[config.mk]
export PLATFORM = sky130hd
export DESIGN_NAME = swr_regbank
export DESIGN_NICKNAME = d
export VERILOG_FILES = /design/src/rtl/swr_pkg.sv /design/src/rtl/swr_regbank.sv /design/src/rtl/swr_stepdown.sv
export SDC_FILE = /design/constraint.sdc
export NUM_CORES = 1
export LEC_CHECK = 0
export BUFFER_PORTS_ARGS = -buffer_cell sky130_fd_sc_hd__buf_4
export CAP_MARGIN = 20
export CORE_AREA = 2 2 96 116
export DETAILED_ROUTE_END_ITERATION = 10
export DIE_AREA = 0 0 98 118
export PLACE_DENSITY = 0.84
export SLEW_MARGIN = 20
export SYNTH_ARGS = -nofsm -noshare
export SYNTH_HDL_FRONTEND = slang
export SYNTH_HIERARCHICAL = 1
export SYNTH_SLANG_ARGS = --single-unit
[constraint.sdc]
create_clock -name clk -period 6.8 [get_ports clk]
set_input_delay 1.02 -clock clk [delete_from_list [all_inputs] [get_ports clk]]
set_output_delay 1.02 -clock clk [all_outputs]
set_load 0.01 [all_outputs]
[src/rtl/swr_pkg.sv]
`default_nettype none

package swr_pkg;

  // Register port geometry.
  localparam int ADDR_W = 16;
  localparam int DATA_W = 8;

  // Local addresses of the regulator bank.
  localparam logic [15:0] ADDR_GLOBAL_ENABLE   = 16'hA005;
  localparam logic [15:0] ADDR_STEPDOWN_A      = 16'hA080;
  localparam logic [15:0] ADDR_STEPDOWN_B      = 16'hA082;
  localparam logic [15:0] ADDR_STEPDOWN_HC     = 16'hA084;
  localparam logic [15:0] ADDR_BACKLIGHT_BOOST = 16'hA086;
  localparam logic [15:0] ADDR_FIVE_VOLT_BOOST = 16'hA088;
  localparam logic [15:0] ADDR_AUDIO_BRIDGE    = 16'hA08A;
  localparam logic [15:0] ADDR_SPARE           = 16'hA08E;

  // Step-down converter count and sizes of the register groups in bytes.
  localparam int STEPDOWN_COUNT      = 3;
  localparam int PAIR_BYTES          = 2;
  localparam int AUDIO_BYTES         = 4;
  localparam int AUX_BYTES           = 8;

  // Output-voltage register fields.
  localparam int VOUT_CODE_MSB       = 6;
  localparam int VOUT_CODE_LSB       = 0;
  localparam int VOUT_ENABLE_BIT     = 7;
  localparam int VOUT_STEP_MV        = 25;
  localparam int VOUT_BASE_MV        = 750;
  localparam int VOUT_MAX_MV         = 3700;
  localparam logic [6:0] VOUT_MAX_CODE =
    7'((VOUT_MAX_MV - VOUT_BASE_MV) / VOUT_STEP_MV);

  // Control register fields and the global enable bit.
  localparam int CTRL_PFM_BIT        = 0;
  localparam int CTRL_FAST_CLK_BIT   = 1;
  localparam int CTRL_ILIM_MSB       = 3;
  localparam int CTRL_ILIM_LSB       = 2;
  localparam int CTRL_USED_W         = 4;
  localparam int GLOBAL_ENABLE_BIT   = 0;

  // Reset values. Output-voltage codes are mask values per converter.
  localparam logic [6:0] VOUT_RESET_A  = 7'h66;
  localparam logic [6:0] VOUT_RESET_B  = 7'h2A;
  localparam logic [6:0] VOUT_RESET_HC = 7'h12;
  localparam logic [3:0] CTRL_RESET    = 4'hC;
  localparam logic       GLOBAL_RESET  = 1'b0;
  localparam logic [7:0] AUX_RESET     = 8'h00;

  // Current-limit steps as fractions of full scale.
  typedef enum logic [1:0] {
    SWR_ILIM_25  = 2'b00,
    SWR_ILIM_50  = 2'b01,
    SWR_ILIM_75  = 2'b10,
    SWR_ILIM_100 = 2'b11
  } swr_ilim_t;

  // Switching clock figures.
  localparam int REG_CLK_MHZ         = 24;
  localparam int PWM_SLOW_MHZ        = 1;
  localparam int PWM_FAST_MHZ        = 2;

endpackage

`default_nettype wire

[src/rtl/swr_regbank.sv]
// Functional notes
// Regulators run only while the clock generator supplies their 24 MHz clock; here only stepdown_en is gated by it, boost and audio bytes are not.
// No regulator turns on unless the global enable is set; here only stepdown_en is gated by it, boost and audio bytes are not.
// Software sets voltage and current limit before a regulator's enable bit.
// Each register is one 8-bit word per address.
// Step-down pairs sit at 0xA080, 0xA082 and 0xA084.
// Backlight boost pair sits at 0xA086.
// Five volt boost pair sits at 0xA088.
// Audio bridge block is four bytes at 0xA08A.
// Output voltage steps by 25 mV from 0.75 V to 3.70 V.
// Output voltage reset code is a fixed mask value per converter.
// Current limit selects 25, 50, 75 or 100 percent of full scale.
// Control bits [3:2] both one select full-scale current limit.
// Each step-down converter selects PWM or pulse frequency mode.
// PWM switching clock selects 1 MHz or 2 MHz.
// The three step-down converters share one layout and behaviour.
// Host controls converter start-up order through the registers.
// Voltage register bits [6:0] hold the code, bit 7 the enable.
// Voltage register at even address, control register at next odd address.
// Clearing global enable forces all outputs off, keeping settings; here only stepdown_en is forced off, boost and audio bytes stay.
`timescale 1ns/1ps
`default_nettype none

module swr_regbank
  import swr_pkg::*;
(
  // Clock and reset.
  input  wire logic                   clk,
  input  wire logic                   srst,
  // Register port.
  input  wire logic                   reg_wr,
  input  wire logic                   reg_rd,
  input  wire logic [ADDR_W-1:0]      reg_addr,
  input  wire logic [DATA_W-1:0]      reg_wdata,
  output logic      [DATA_W-1:0]      reg_rdata,
  output logic                        reg_rvalid,
  // Clock generator status.
  input  wire logic                   clock_generator_ready,
  // Step-down converter controls.
  output logic      [2:0]             stepdown_en,
  output logic      [2:0][6:0]        stepdown_vout,
  output logic      [2:0][1:0]        stepdown_ilimit,
  output logic      [2:0]             stepdown_pfm,
  output logic      [2:0]             stepdown_fast_clk,
  // Global state and other regulator bytes.
  output logic                        switcher_global_enable,
  output logic      [15:0]            backlight_boost_ctrl,
  output logic      [15:0]            five_volt_boost_ctrl,
  output logic      [31:0]            audio_bridge_ctrl
);

  localparam logic [2:0][6:0] SD_RESET = {VOUT_RESET_HC, VOUT_RESET_B, VOUT_RESET_A};
  localparam logic [2:0][15:0] SD_BASE = {ADDR_STEPDOWN_HC, ADDR_STEPDOWN_B,
                                          ADDR_STEPDOWN_A};

  // True when addr lies in [base, base + len).
  function automatic logic in_range(input logic [15:0] addr,
                                    input logic [15:0] base,
                                    input int          len);
    logic [16:0] top;
    top      = {1'b0, base} + 17'(len);
    in_range = ({1'b0, addr} >= {1'b0, base}) && ({1'b0, addr} < top);
  endfunction

  // Byte index within a block starting at base.
  function automatic logic [2:0] byte_index(input logic [15:0] addr,
                                            input logic [15:0] base);
    logic [15:0] diff;
    diff       = addr - base;
    byte_index = diff[2:0];
  endfunction

  // Address decode.
  wire        hit_global;
  wire [2:0]  hit_sd_vout;
  wire [2:0]  hit_sd_ctrl;
  wire        hit_aux;
  wire        hit_spare;
  wire [2:0]  aux_idx;
  wire        allow_on;

  assign hit_global = (reg_addr == ADDR_GLOBAL_ENABLE);
  assign hit_aux    = in_range(reg_addr, ADDR_BACKLIGHT_BOOST, AUX_BYTES);
  assign hit_spare  = in_range(reg_addr, ADDR_SPARE, PAIR_BYTES);
  assign aux_idx    = byte_index(reg_addr, ADDR_BACKLIGHT_BOOST);

  genvar g;
  generate
    for (g = 0; g < STEPDOWN_COUNT; g++)
    begin : g_dec
      assign hit_sd_vout[g] = (reg_addr == SD_BASE[g]);
      assign hit_sd_ctrl[g] = (reg_addr == (SD_BASE[g] + 16'h0001));
    end
  endgenerate

  // Global enable register.
  logic global_en;

  always_ff @(posedge clk)
  begin
    if (srst)
      global_en <= GLOBAL_RESET;
    else if (reg_wr && hit_global)
      global_en <= reg_wdata[GLOBAL_ENABLE_BIT];
  end

  assign switcher_global_enable = global_en;

  // A step-down converter may only run with the global enable set and its clock present.
  assign allow_on = global_en & clock_generator_ready;

  // Step-down converters, one instance each, alike but for the reset voltage code.
  logic [2:0][7:0] sd_vout_reg;
  logic [2:0][7:0] sd_ctrl_reg;

  generate
    for (g = 0; g < STEPDOWN_COUNT; g++)
    begin : g_sd
      swr_ilim_t ilim;

      swr_stepdown #(
        .RESET_VOUT (SD_RESET[g])
      ) u_sd (
        .clk      (clk),
        .srst     (srst),
        .wr_vout  (reg_wr && hit_sd_vout[g]),
        .wr_ctrl  (reg_wr && hit_sd_ctrl[g]),
        .wdata    (reg_wdata),
        .allow_on (allow_on),
        .vout_reg (sd_vout_reg[g]),
        .ctrl_reg (sd_ctrl_reg[g]),
        .out_en   (stepdown_en[g]),
        .vout_code(stepdown_vout[g]),
        .ilimit   (ilim),
        .pfm_mode (stepdown_pfm[g]),
        .fast_clk (stepdown_fast_clk[g])
      );

      assign stepdown_ilimit[g] = ilim;
    end
  endgenerate

  // Boost and audio bytes are held as plain control words.
  logic [7:0] aux_mem [AUX_BYTES];

  always_ff @(posedge clk)
  begin
    if (srst)
    begin
      for (int i = 0; i < AUX_BYTES; i++)
        aux_mem[i] <= AUX_RESET;
    end
    else if (reg_wr && hit_aux)
      aux_mem[aux_idx] <= reg_wdata;
  end

  assign backlight_boost_ctrl = {aux_mem[1], aux_mem[0]};
  assign five_volt_boost_ctrl = {aux_mem[3], aux_mem[2]};
  assign audio_bridge_ctrl    = {aux_mem[7], aux_mem[6], aux_mem[5], aux_mem[4]};

  // Read selection. Spare and unmapped addresses read as zero.
  logic [7:0] read_sel;

  always_comb
  begin
    read_sel = 8'h00;
    if (hit_global)
      read_sel = {7'h00, global_en};
    else if (hit_aux)
      read_sel = aux_mem[aux_idx];
    for (int i = 0; i < STEPDOWN_COUNT; i++)
    begin
      if (hit_sd_vout[i])
        read_sel = sd_vout_reg[i];
      if (hit_sd_ctrl[i])
        read_sel = sd_ctrl_reg[i];
    end
  end

  logic [7:0] next_rdata;

  assign next_rdata = reg_rd ? read_sel : reg_rdata;

  always_ff @(posedge clk)
  begin
    if (srst)
    begin
      reg_rdata  <= 8'h00;
      reg_rvalid <= 1'b0;
    end
    else
    begin
      reg_rdata  <= next_rdata;
      reg_rvalid <= reg_rd;
    end
  end

  // Checks.
  a_global_gate: assert property (@(posedge clk) disable iff (srst)
    !allow_on |=> stepdown_en == 3'b000)
    else $error("Converter on without global enable");

  a_global_hold: assert property (@(posedge clk) disable iff (srst)
    reg_wr && hit_global && !reg_wdata[0] ##1 !reg_wr [*2]
      |-> $stable(stepdown_vout))
    else $error("Settings lost when global enable cleared");

  a_clock_gate: assert property (@(posedge clk) disable iff (srst)
    !clock_generator_ready |=> stepdown_en == 3'b000)
    else $error("Converter on without clock generator");

  a_read_latency: assert property (@(posedge clk) disable iff (srst)
    reg_rd |=> reg_rvalid ##1 ($past(reg_rd) || !reg_rvalid))
    else $error("Read answer not one cycle after request");

  a_rvalid_idle: assert property (@(posedge clk) disable iff (srst)
    !reg_rd |=> !reg_rvalid)
    else $error("Read answer without a read request");

  a_rdata_hold: assert property (@(posedge clk) disable iff (srst)
    !reg_rd |=> $stable(reg_rdata))
    else $error("Read data changed without a read request");

  a_global_reserved: assert property (@(posedge clk) disable iff (srst)
    reg_rd && hit_global |=> reg_rdata[7:1] == 7'h00)
    else $error("Global enable reserved bits read non-zero");

  a_ctrl_reserved: assert property (@(posedge clk) disable iff (srst)
    reg_rd && (|hit_sd_ctrl) |=> reg_rdata[7:4] == 4'h0)
    else $error("Control register reserved bits read non-zero");

  a_global_store: assert property (@(posedge clk) disable iff (srst)
    reg_wr && hit_global |=> switcher_global_enable == $past(reg_wdata[0]))
    else $error("Global enable write not stored");

  a_global_reset: assert property (@(posedge clk)
    srst |=> !switcher_global_enable && stepdown_en == 3'b000 && !reg_rvalid)
    else $error("Global state not cleared by reset");

  a_enable_follow: assert property (@(posedge clk) disable iff (srst)
    1'b1 |=> stepdown_en == ($past(allow_on)
      ? {$past(sd_vout_reg[2][7]), $past(sd_vout_reg[1][7]), $past(sd_vout_reg[0][7])}
      : 3'b000))
    else $error("Converter enable does not follow its gate");

  a_hc_ilimit: assert property (@(posedge clk) disable iff (srst)
    reg_wr && hit_sd_ctrl[2] |=> stepdown_ilimit[2] == $past(reg_wdata[3:2]))
    else $error("High current limit write not applied");

  a_pfm_write: assert property (@(posedge clk) disable iff (srst)
    reg_wr && hit_sd_ctrl[0] |=> stepdown_pfm[0] == $past(reg_wdata[0]))
    else $error("Step-down A mode select not applied");

  a_fast_write: assert property (@(posedge clk) disable iff (srst)
    reg_wr && hit_sd_ctrl[1] |=> stepdown_fast_clk[1] == $past(reg_wdata[1]))
    else $error("Step-down B clock select not applied");

  a_sd_vout_store: assert property (@(posedge clk) disable iff (srst)
    reg_wr && hit_sd_vout[1] |=> stepdown_vout[1] == $past(reg_wdata[6:0]))
    else $error("Step-down B voltage code not applied");

  a_hc_vout_store: assert property (@(posedge clk) disable iff (srst)
    reg_wr && hit_sd_vout[2] |=> stepdown_vout[2] == $past(reg_wdata[6:0]))
    else $error("High current voltage code not applied");

  a_sd_isolated: assert property (@(posedge clk) disable iff (srst)
    reg_wr && !(|hit_sd_vout) |=> $stable(stepdown_vout))
    else $error("Voltage code changed by another address");

  a_aux_isolated: assert property (@(posedge clk) disable iff (srst)
    reg_wr && !hit_aux |=> $stable(backlight_boost_ctrl)
      && $stable(five_volt_boost_ctrl) && $stable(audio_bridge_ctrl))
    else $error("Boost or audio byte changed by another address");

  a_backlight_low: assert property (@(posedge clk) disable iff (srst)
    reg_wr && reg_addr == 16'hA086 |=> backlight_boost_ctrl[7:0] == $past(reg_wdata))
    else $error("Backlight boost low byte not stored");

  a_unmapped_zero: assert property (@(posedge clk) disable iff (srst)
    reg_rd && (hit_spare || reg_addr == 16'hA090) |=> reg_rdata == 8'h00)
    else $error("Spare or unmapped address read non-zero");

  a_vout_readback: assert property (@(posedge clk) disable iff (srst)
    reg_wr && reg_addr == 16'hA082 ##1 !reg_wr
      ##1 reg_rd && reg_addr == 16'hA082 && !reg_wr
      |=> reg_rdata == $past(reg_wdata, 3))
    else $error("Step-down B voltage read-back mismatch");

  a_ctrl_readback: assert property (@(posedge clk) disable iff (srst)
    reg_wr && reg_addr == 16'hA081 ##1 !reg_wr
      ##1 reg_rd && reg_addr == 16'hA081 && !reg_wr
      |=> reg_rdata == {4'h0, $past(reg_wdata[3:0], 3)})
    else $error("Step-down A control read-back mismatch");

  a_turn_on: assert property (@(posedge clk) disable iff (srst)
    allow_on && reg_wr && reg_addr == 16'hA080 && reg_wdata[7]
      ##1 allow_on |=> stepdown_en[0])
    else $error("Step-down A did not start when enabled");

  a_audio_byte: assert property (@(posedge clk) disable iff (srst)
    reg_wr && reg_addr == 16'hA08D |=> audio_bridge_ctrl[31:24] == $past(reg_wdata))
    else $error("Audio bridge top byte not stored");

  a_boost_byte: assert property (@(posedge clk) disable iff (srst)
    reg_wr && reg_addr == 16'hA088 |=> five_volt_boost_ctrl[7:0] == $past(reg_wdata))
    else $error("Five volt boost byte not stored");

  a_backlight_byte: assert property (@(posedge clk) disable iff (srst)
    reg_wr && reg_addr == 16'hA087 |=> backlight_boost_ctrl[15:8] == $past(reg_wdata))
    else $error("Backlight boost byte not stored");

endmodule // swr_regbank

`default_nettype wire

[src/rtl/swr_stepdown.sv]
`timescale 1ns/1ps
`default_nettype none

module swr_stepdown
  import swr_pkg::*;
#(
  parameter logic [6:0] RESET_VOUT = VOUT_RESET_A
)
(
  // Clock and reset.
  input  wire logic       clk,
  input  wire logic       srst,
  // Byte writes from the bank.
  input  wire logic       wr_vout,
  input  wire logic       wr_ctrl,
  input  wire logic [7:0] wdata,
  // Gate from global enable and clock generator.
  input  wire logic       allow_on,
  // Register read-back.
  output logic      [7:0] vout_reg,
  output logic      [7:0] ctrl_reg,
  // Converter controls.
  output logic            out_en,
  output logic      [6:0] vout_code,
  output var swr_ilim_t   ilimit,
  output logic            pfm_mode,
  output logic            fast_clk
);

  logic       en_bit;
  logic [3:0] ctrl;
  logic       next_out_en;

  assign next_out_en = en_bit & allow_on;
  assign vout_reg    = {en_bit, vout_code};
  assign ctrl_reg    = {4'h0, ctrl};
  assign ilimit      = swr_ilim_t'(ctrl[CTRL_ILIM_MSB:CTRL_ILIM_LSB]);
  assign pfm_mode    = ctrl[CTRL_PFM_BIT];
  assign fast_clk    = ctrl[CTRL_FAST_CLK_BIT];

  always_ff @(posedge clk)
  begin
    if (srst)
    begin
      vout_code <= RESET_VOUT;
      en_bit    <= 1'b0;
    end
    else if (wr_vout)
    begin
      vout_code <= wdata[VOUT_CODE_MSB:VOUT_CODE_LSB];
      en_bit    <= wdata[VOUT_ENABLE_BIT];
    end
  end

  always_ff @(posedge clk)
  begin
    if (srst)
      ctrl <= CTRL_RESET;
    else if (wr_ctrl)
      ctrl <= wdata[CTRL_USED_W-1:0];
  end

  always_ff @(posedge clk)
  begin
    if (srst)
      out_en <= 1'b0;
    else
      out_en <= next_out_en;
  end

  a_vout_write: assert property (@(posedge clk) disable iff (srst)
    wr_vout |=> vout_code == $past(wdata[6:0])
      && en_bit == $past(wdata[7]))
    else $error("Voltage register write not stored");

  a_ilim_full: assert property (@(posedge clk) disable iff (srst)
    wr_ctrl && wdata[3:2] == 2'b11 |=> ilimit == SWR_ILIM_100)
    else $error("Full scale current limit not selected");

  a_reset_vout: assert property (@(posedge clk)
    srst |=> vout_code == RESET_VOUT && !en_bit && !out_en)
    else $error("Voltage code not at mask value after reset");

endmodule // swr_stepdown

`default_nettype wire

* Word level (Yosys, flattened, before mapping)
Memory sizes are Yosys's and may differ from the RTL's.
Cells that the tools add are included.
** Word-level totals
- RAM bits :: 64
- Output and inout port bits :: 110
- Bits in registers :: 49
- Memories :: 1
** Memories
- aux_mem :: depth 8, bits a word 8, read ports 9, clocked after memory_dff 0, write ports 8, RTL line swr_regbank.sv:144 : logic [7:0] aux_mem [AUX_BYTES];
** Operators by class
- Reduce and logical (&&, ||, !) cells :: 10
- Mux-type cells :: 16
- Equality and inequality tests :: 7
- Bitwise logic cells :: 4
- Add/sub/neg operators :: 1
- Magnitude comparators :: 2
** Operators with widths (count)
- equality test 16 bit, second input constant :: 7
- two-way mux 8 bit :: 9
- >= comparator 16 bit, second input constant :: 1
- < comparator 16 bit, second input constant :: 1
- logical AND 1 bit :: 9
- OR reduction 8 bit :: 1
- two-way mux 1 bit :: 6
- bitwise AND 1 bit :: 4
- two-way mux 3 bit :: 1
- subtractor 3 bit, second input constant :: 1

* Depth between registers and ports, before layout
- Depth in word-level cells :: 10
- Depth in mapped cells :: 10
- Depth with buffers taken out :: 8

* Hierarchy
The synthesis kept the hierarchy.
** By module, submodules not included
- swr_regbank :: sequential area each 2122.0 um^2, area each 4152.7 um^2, cells an instance 365, instances 1
- swr_stepdown at g_sd[0].u_sd ... :: sequential area each 260.2 um^2, area each 588.1 um^2, cells an instance 58, instances 2
- swr_stepdown at g_sd[2].u_sd :: sequential area each 260.2 um^2, area each 584.3 um^2, cells an instance 58, instances 1

* Least setup slack after synthesis
Ideal clock, no wire load.
- Path kind :: input port to flip-flop
- Start :: in reg_addr[1]
- End :: reg reg_rdata[0]
- Data arrival time :: 3038 ps
- Setup slack :: 3687 ps
- Required time :: 6726 ps
- Stages on the path :: 9
- Cell sequence :: clkinv_1 > ha_1 > buf_2 > clkbuf_1 > inv_1 > a2111oi_0 > o31ai_1 > a221o_1 > a31oi_1
** On the way
- Cells in the longest elaborated chain, start to end :: 10
- Elaborated cells on any way between the ends :: 20
** RTL lines
- from (decl) :: RTL line swr_regbank.sv:33 : input wire logic [ADDR_W-1:0] reg_addr,
- subtractor 3 bit, or another cell as far along :: RTL line swr_regbank.sv:69 : diff = addr - base;
- memory (8 x 8 bit) / logical AND 1 bit (equally long branches)
- two-way mux 8 bit :: RTL line swr_regbank.sv:169 : else if (hit_aux)
- two-way mux 8 bit :: RTL line swr_regbank.sv:167 : if (hit_global)
- two-way mux 8 bit :: RTL line swr_regbank.sv:173 : if (hit_sd_vout[i])
- two-way mux 8 bit :: RTL line swr_regbank.sv:175 : if (hit_sd_ctrl[i])
- two-way mux 8 bit :: RTL line swr_regbank.sv:173
- two-way mux 8 bit :: RTL line swr_regbank.sv:175
- two-way mux 8 bit :: RTL line swr_regbank.sv:173
- two-way mux 8 bit (*) :: RTL line swr_regbank.sv:175
- to (signal assigned) :: RTL line swr_regbank.sv:193 : reg_rdata <= next_rdata;
- to (decl) :: RTL line swr_regbank.sv:35 : output logic [DATA_W-1:0] reg_rdata,
Every way passes the cells marked *; elsewhere a longest branch is shown, timed or not.
A chain may end at the register's enable or synchronous reset.

* Final worst setup path
Ends and elaborated chain as after synthesis.

==> reports/qor.txt <==
Yosys reg bits = 113
clock share of power = 47.0%
DR pass1 iterations = 6
r2r endpoint = reg_rdata[0]
Fill cells = 746
Num CTS Buffers = 17
Worst Tran Pin Value = 0.995 ns
maximum clock rate = 0.287 GHz
average wire per standard cell = 21.3 um
setup total negative slack = 0 ns
Largest register FFs = 64
cell taking the most area after synthesis = edfxtp_1
CTS sink cnt = 113
WHS Path Cells = 2
Synth Flop Type = edfxtp_1
Final Wtd Congestion = 0.960
Flop pwr share = 44.1%
switching share of power = 23.0%
Post-Syn Area = 5910 um^2
Area Growth Syn to Fin = 20.9%
Worst-Skew Late Latency = 0.42 ns
row count = 41
Synth top area share = 32.5%
CP Max Fanout = 25
min-delay worst type = flop to flop
Cell Pwr Density = 240 nW/um^2
Int Pwr = 1.32 mW
Crit Reg-Reg Startpoint = aux_mem[0][0]
final wirelength = 16300 um
simple-gate share of the synthesized area = 19.4%
Synth cell types = 70
# resized after CTS = 0
Post-Place Setup Slack = 2.94 ns
DRT antenna net count = 0
Syn Area/Cell = 11.0 um^2
XOR/XNOR share of the synthesized area = 0%
largest net degree at the start of global routing = 57
Final nets = 660
combinational share of power = 8.9%
I/O Buffers = 138
final setup vio count = 0
Max Cap Viol = 0
first-pass GRT wire length = 24800 um
total grt overflow = 0
vias in the first global route = 4527
hold_buf cts = 0
Antenna diodes = 0
largest family of logic cells by synthesized area = simple AND/OR/NAND/NOR gates
DRC Markers = 0
count of final hold-check violations = 0
Max VDD drop = 200 uV
IO Count = 139
Syn Inst Count = 539
clk buf depth = 2
antenna violations before repair = 0
r2r worst-path depth = 6
WHS Endpoint = reg_rdata[3]
final worst path period need = 3.48 ns
Area contributors post-synth = edfxtp_1, dfxtp_1, buf_4
max-slew violation count = 0
crit path DAT = 3.78 ns
min-delay src = reg_rdata[3]
TritonCTS clock tree = built
DR vias = 4740
DR iter-0 viols = 831
worst path required time = 7.10 ns
worst setup path class = primary input to flop
RSZ-0062 raised after global routing = no
H-tree depth = 4
clk root buf = clkbuf_16
number of synthesized flops with an enable pin = 64
clk slew on worst S/H paths = 0.05 ns
Post-CTS Repair Setup Buffers = 0
sequential element share of the synthesized area = 49.1%
Die ar. = 11600 um^2
Adder-Cell Fraction of Synth Area = 0.846%
mux cell area share after synthesis = 10.5%
core area = 10400 um^2
Clock Skew = 0.00445 ns
Setup crit end kind = flop
GRT Util Overall = 27.9%
Die Span Y = 118 um
post-DP HPWL = 11300 um
Ys Warns = 6
fin crit share = 51.2%
sw power = 396 uW
complex-gate fraction of the synthesized area = 10.6%
CP Launch Type = primary input
Die X = 98 um
status = finished, final reports clean
Rel. slew slack = 33.4%
P_leak = 2.98 nW
routed vias/inst = 6.16
Post-synth ARST share = 0%
layout cells sized above 1 = 31.7%
Starting Density = 56.8%
final worst slack = 3.32 ns
R2R setup slack = 4.75 ns
## through the flow
step | cell area (um^2) | std cells | hold WS, ns | power (mW) | util [%]
global placement | 6620 | 737 | 0.441 | 0.917 | 63.5
detailed placement | 6620 | 737 | 0.453 | 0.921 | 63.5
floorplan | 5950 | 548 | 0.422 | 0.845 | -
finish | 7150 | 769 | 0.455 | 1.72 | 68.7
global route | 7150 | 769 | 0.482 | 1.76 | 68.7
CTS | 7150 | 769 | 0.460 | 1.72 | 68.7
## per-layer routing
metal | global-route usage (%) | up-vias | part of all wire (%)
met2 | 43.8 | 311 | 48
met3 | 7.19 | 61 | 10
met5 | 0 | - | 0
met4 | 12.8 | 0 | 3.6
li1 | - | 2099 | -
met1 | 36.3 | 2269 | 39
## cell type report
class                      count  area [um^2]  area share [%]
inverter                       6         22.5           0.315
sequential                   113         2900            40.6
tap                          129          161            2.26
timing repair buffer         138         1040            14.5
multi-input combinational    351         2490            34.9
clock inverter                 7         60.1           0.840
clock buffer                  25          475            6.65
## how the worst max path moves through the flow
| stage | startpoint | to | slack (ns) | cells after the start |
|---|---|---|---|---|
| floorplan | reg_addr[1] | reg_rdata[0] | 3.69 | 9 |
| global placement | reg_addr[1] | reg_rdata[0] | 3.09 | 9 |
| detailed placement | reg_addr[1] | reg_rdata[0] | 2.94 | 9 |
| CTS | reg_addr[1] | reg_rdata[0] | 3.37 | 9 |
| global route | reg_addr[1] | reg_rdata[0] | 3.18 | 9 |
| finish | reg_addr[1] | reg_rdata[0] | 3.32 | 9 |
## logic make-up after synthesis
family | Yosys count
other | 3
muxes | 47
adders and majority gates | 4
buffers and inverters | 84
AOI/OAI and AO/OA | 83
DFF | 113
and+or+nand+nor | 205
## layout by cell type (no fill, tap or decap), types with 3 or more instances in the layout
cell       synthesis  routed
a211o_1           12      12
a211o_2            4       4
a211oi_1           3       3
a21o_1             6       6
a21oi_1            8       8
a221oi_1           4       4
a22oi_1            3       3
a2bb2oi_1          5       5
a31oi_1            3       3
and2_1            20      20
and3_1            49      49
buf_4             50     138
clkbuf_1          11       6
clkbuf_16          0      17
clkinv_1           1       3
clkinv_2           0       3
conb_1             3      12
dfxtp_1           49      49
edfxtp_1          64      64
ha_1               4       4
inv_1              5       5
mux2_2            10      10
mux2i_1           26      26
mux4_2            11      11
nand2_1           34      34
nand3_1            5       5
nor2_1            50      50
nor2b_1           13      13
nor2b_2            4       4
nor3_1             4       4
o21ai_0           12      12
o21ai_1            3       3
o41a_1             3       3
or3_1              3       3
## power groups by stage
| stage | Clock (mW) | Sequential [mW] | Combinational [mW] |
|---|---|---|---|
| after global routing | 0.834 | 0.758 | 0.163 |
| after detailed placement | 0 | 0.770 | 0.151 |
| final | 0.807 | 0.758 | 0.154 |
| after CTS | 0.807 | 0.757 | 0.152 |
| after floorplan | 0 | 0.775 | 0.0701 |
| after global placement | 0 | 0.768 | 0.149 |
## worst max-delay path, stage by stage
cell       delay [ns]
buf_4            0.23
clkinv_1         0.30
ha_1             0.67
or4b_2           0.72
a22oi_1          0.16
a2111oi_0        0.10
o31ai_1          0.28
a221o_1          0.20
a31oi_1          0.08
## cell usage after synthesis (11+ instances only)
cell	number
a211o_1	12
and2_1	20
and3_1	49
buf_4	50
clkbuf_1	11
dfxtp_1	49
edfxtp_1	64
mux2i_1	26
mux4_2	11
nand2_1	34
nor2_1	50
nor2b_1	13
o21ai_0	12
Note: power is estimated with default switching activity, not from simulation.
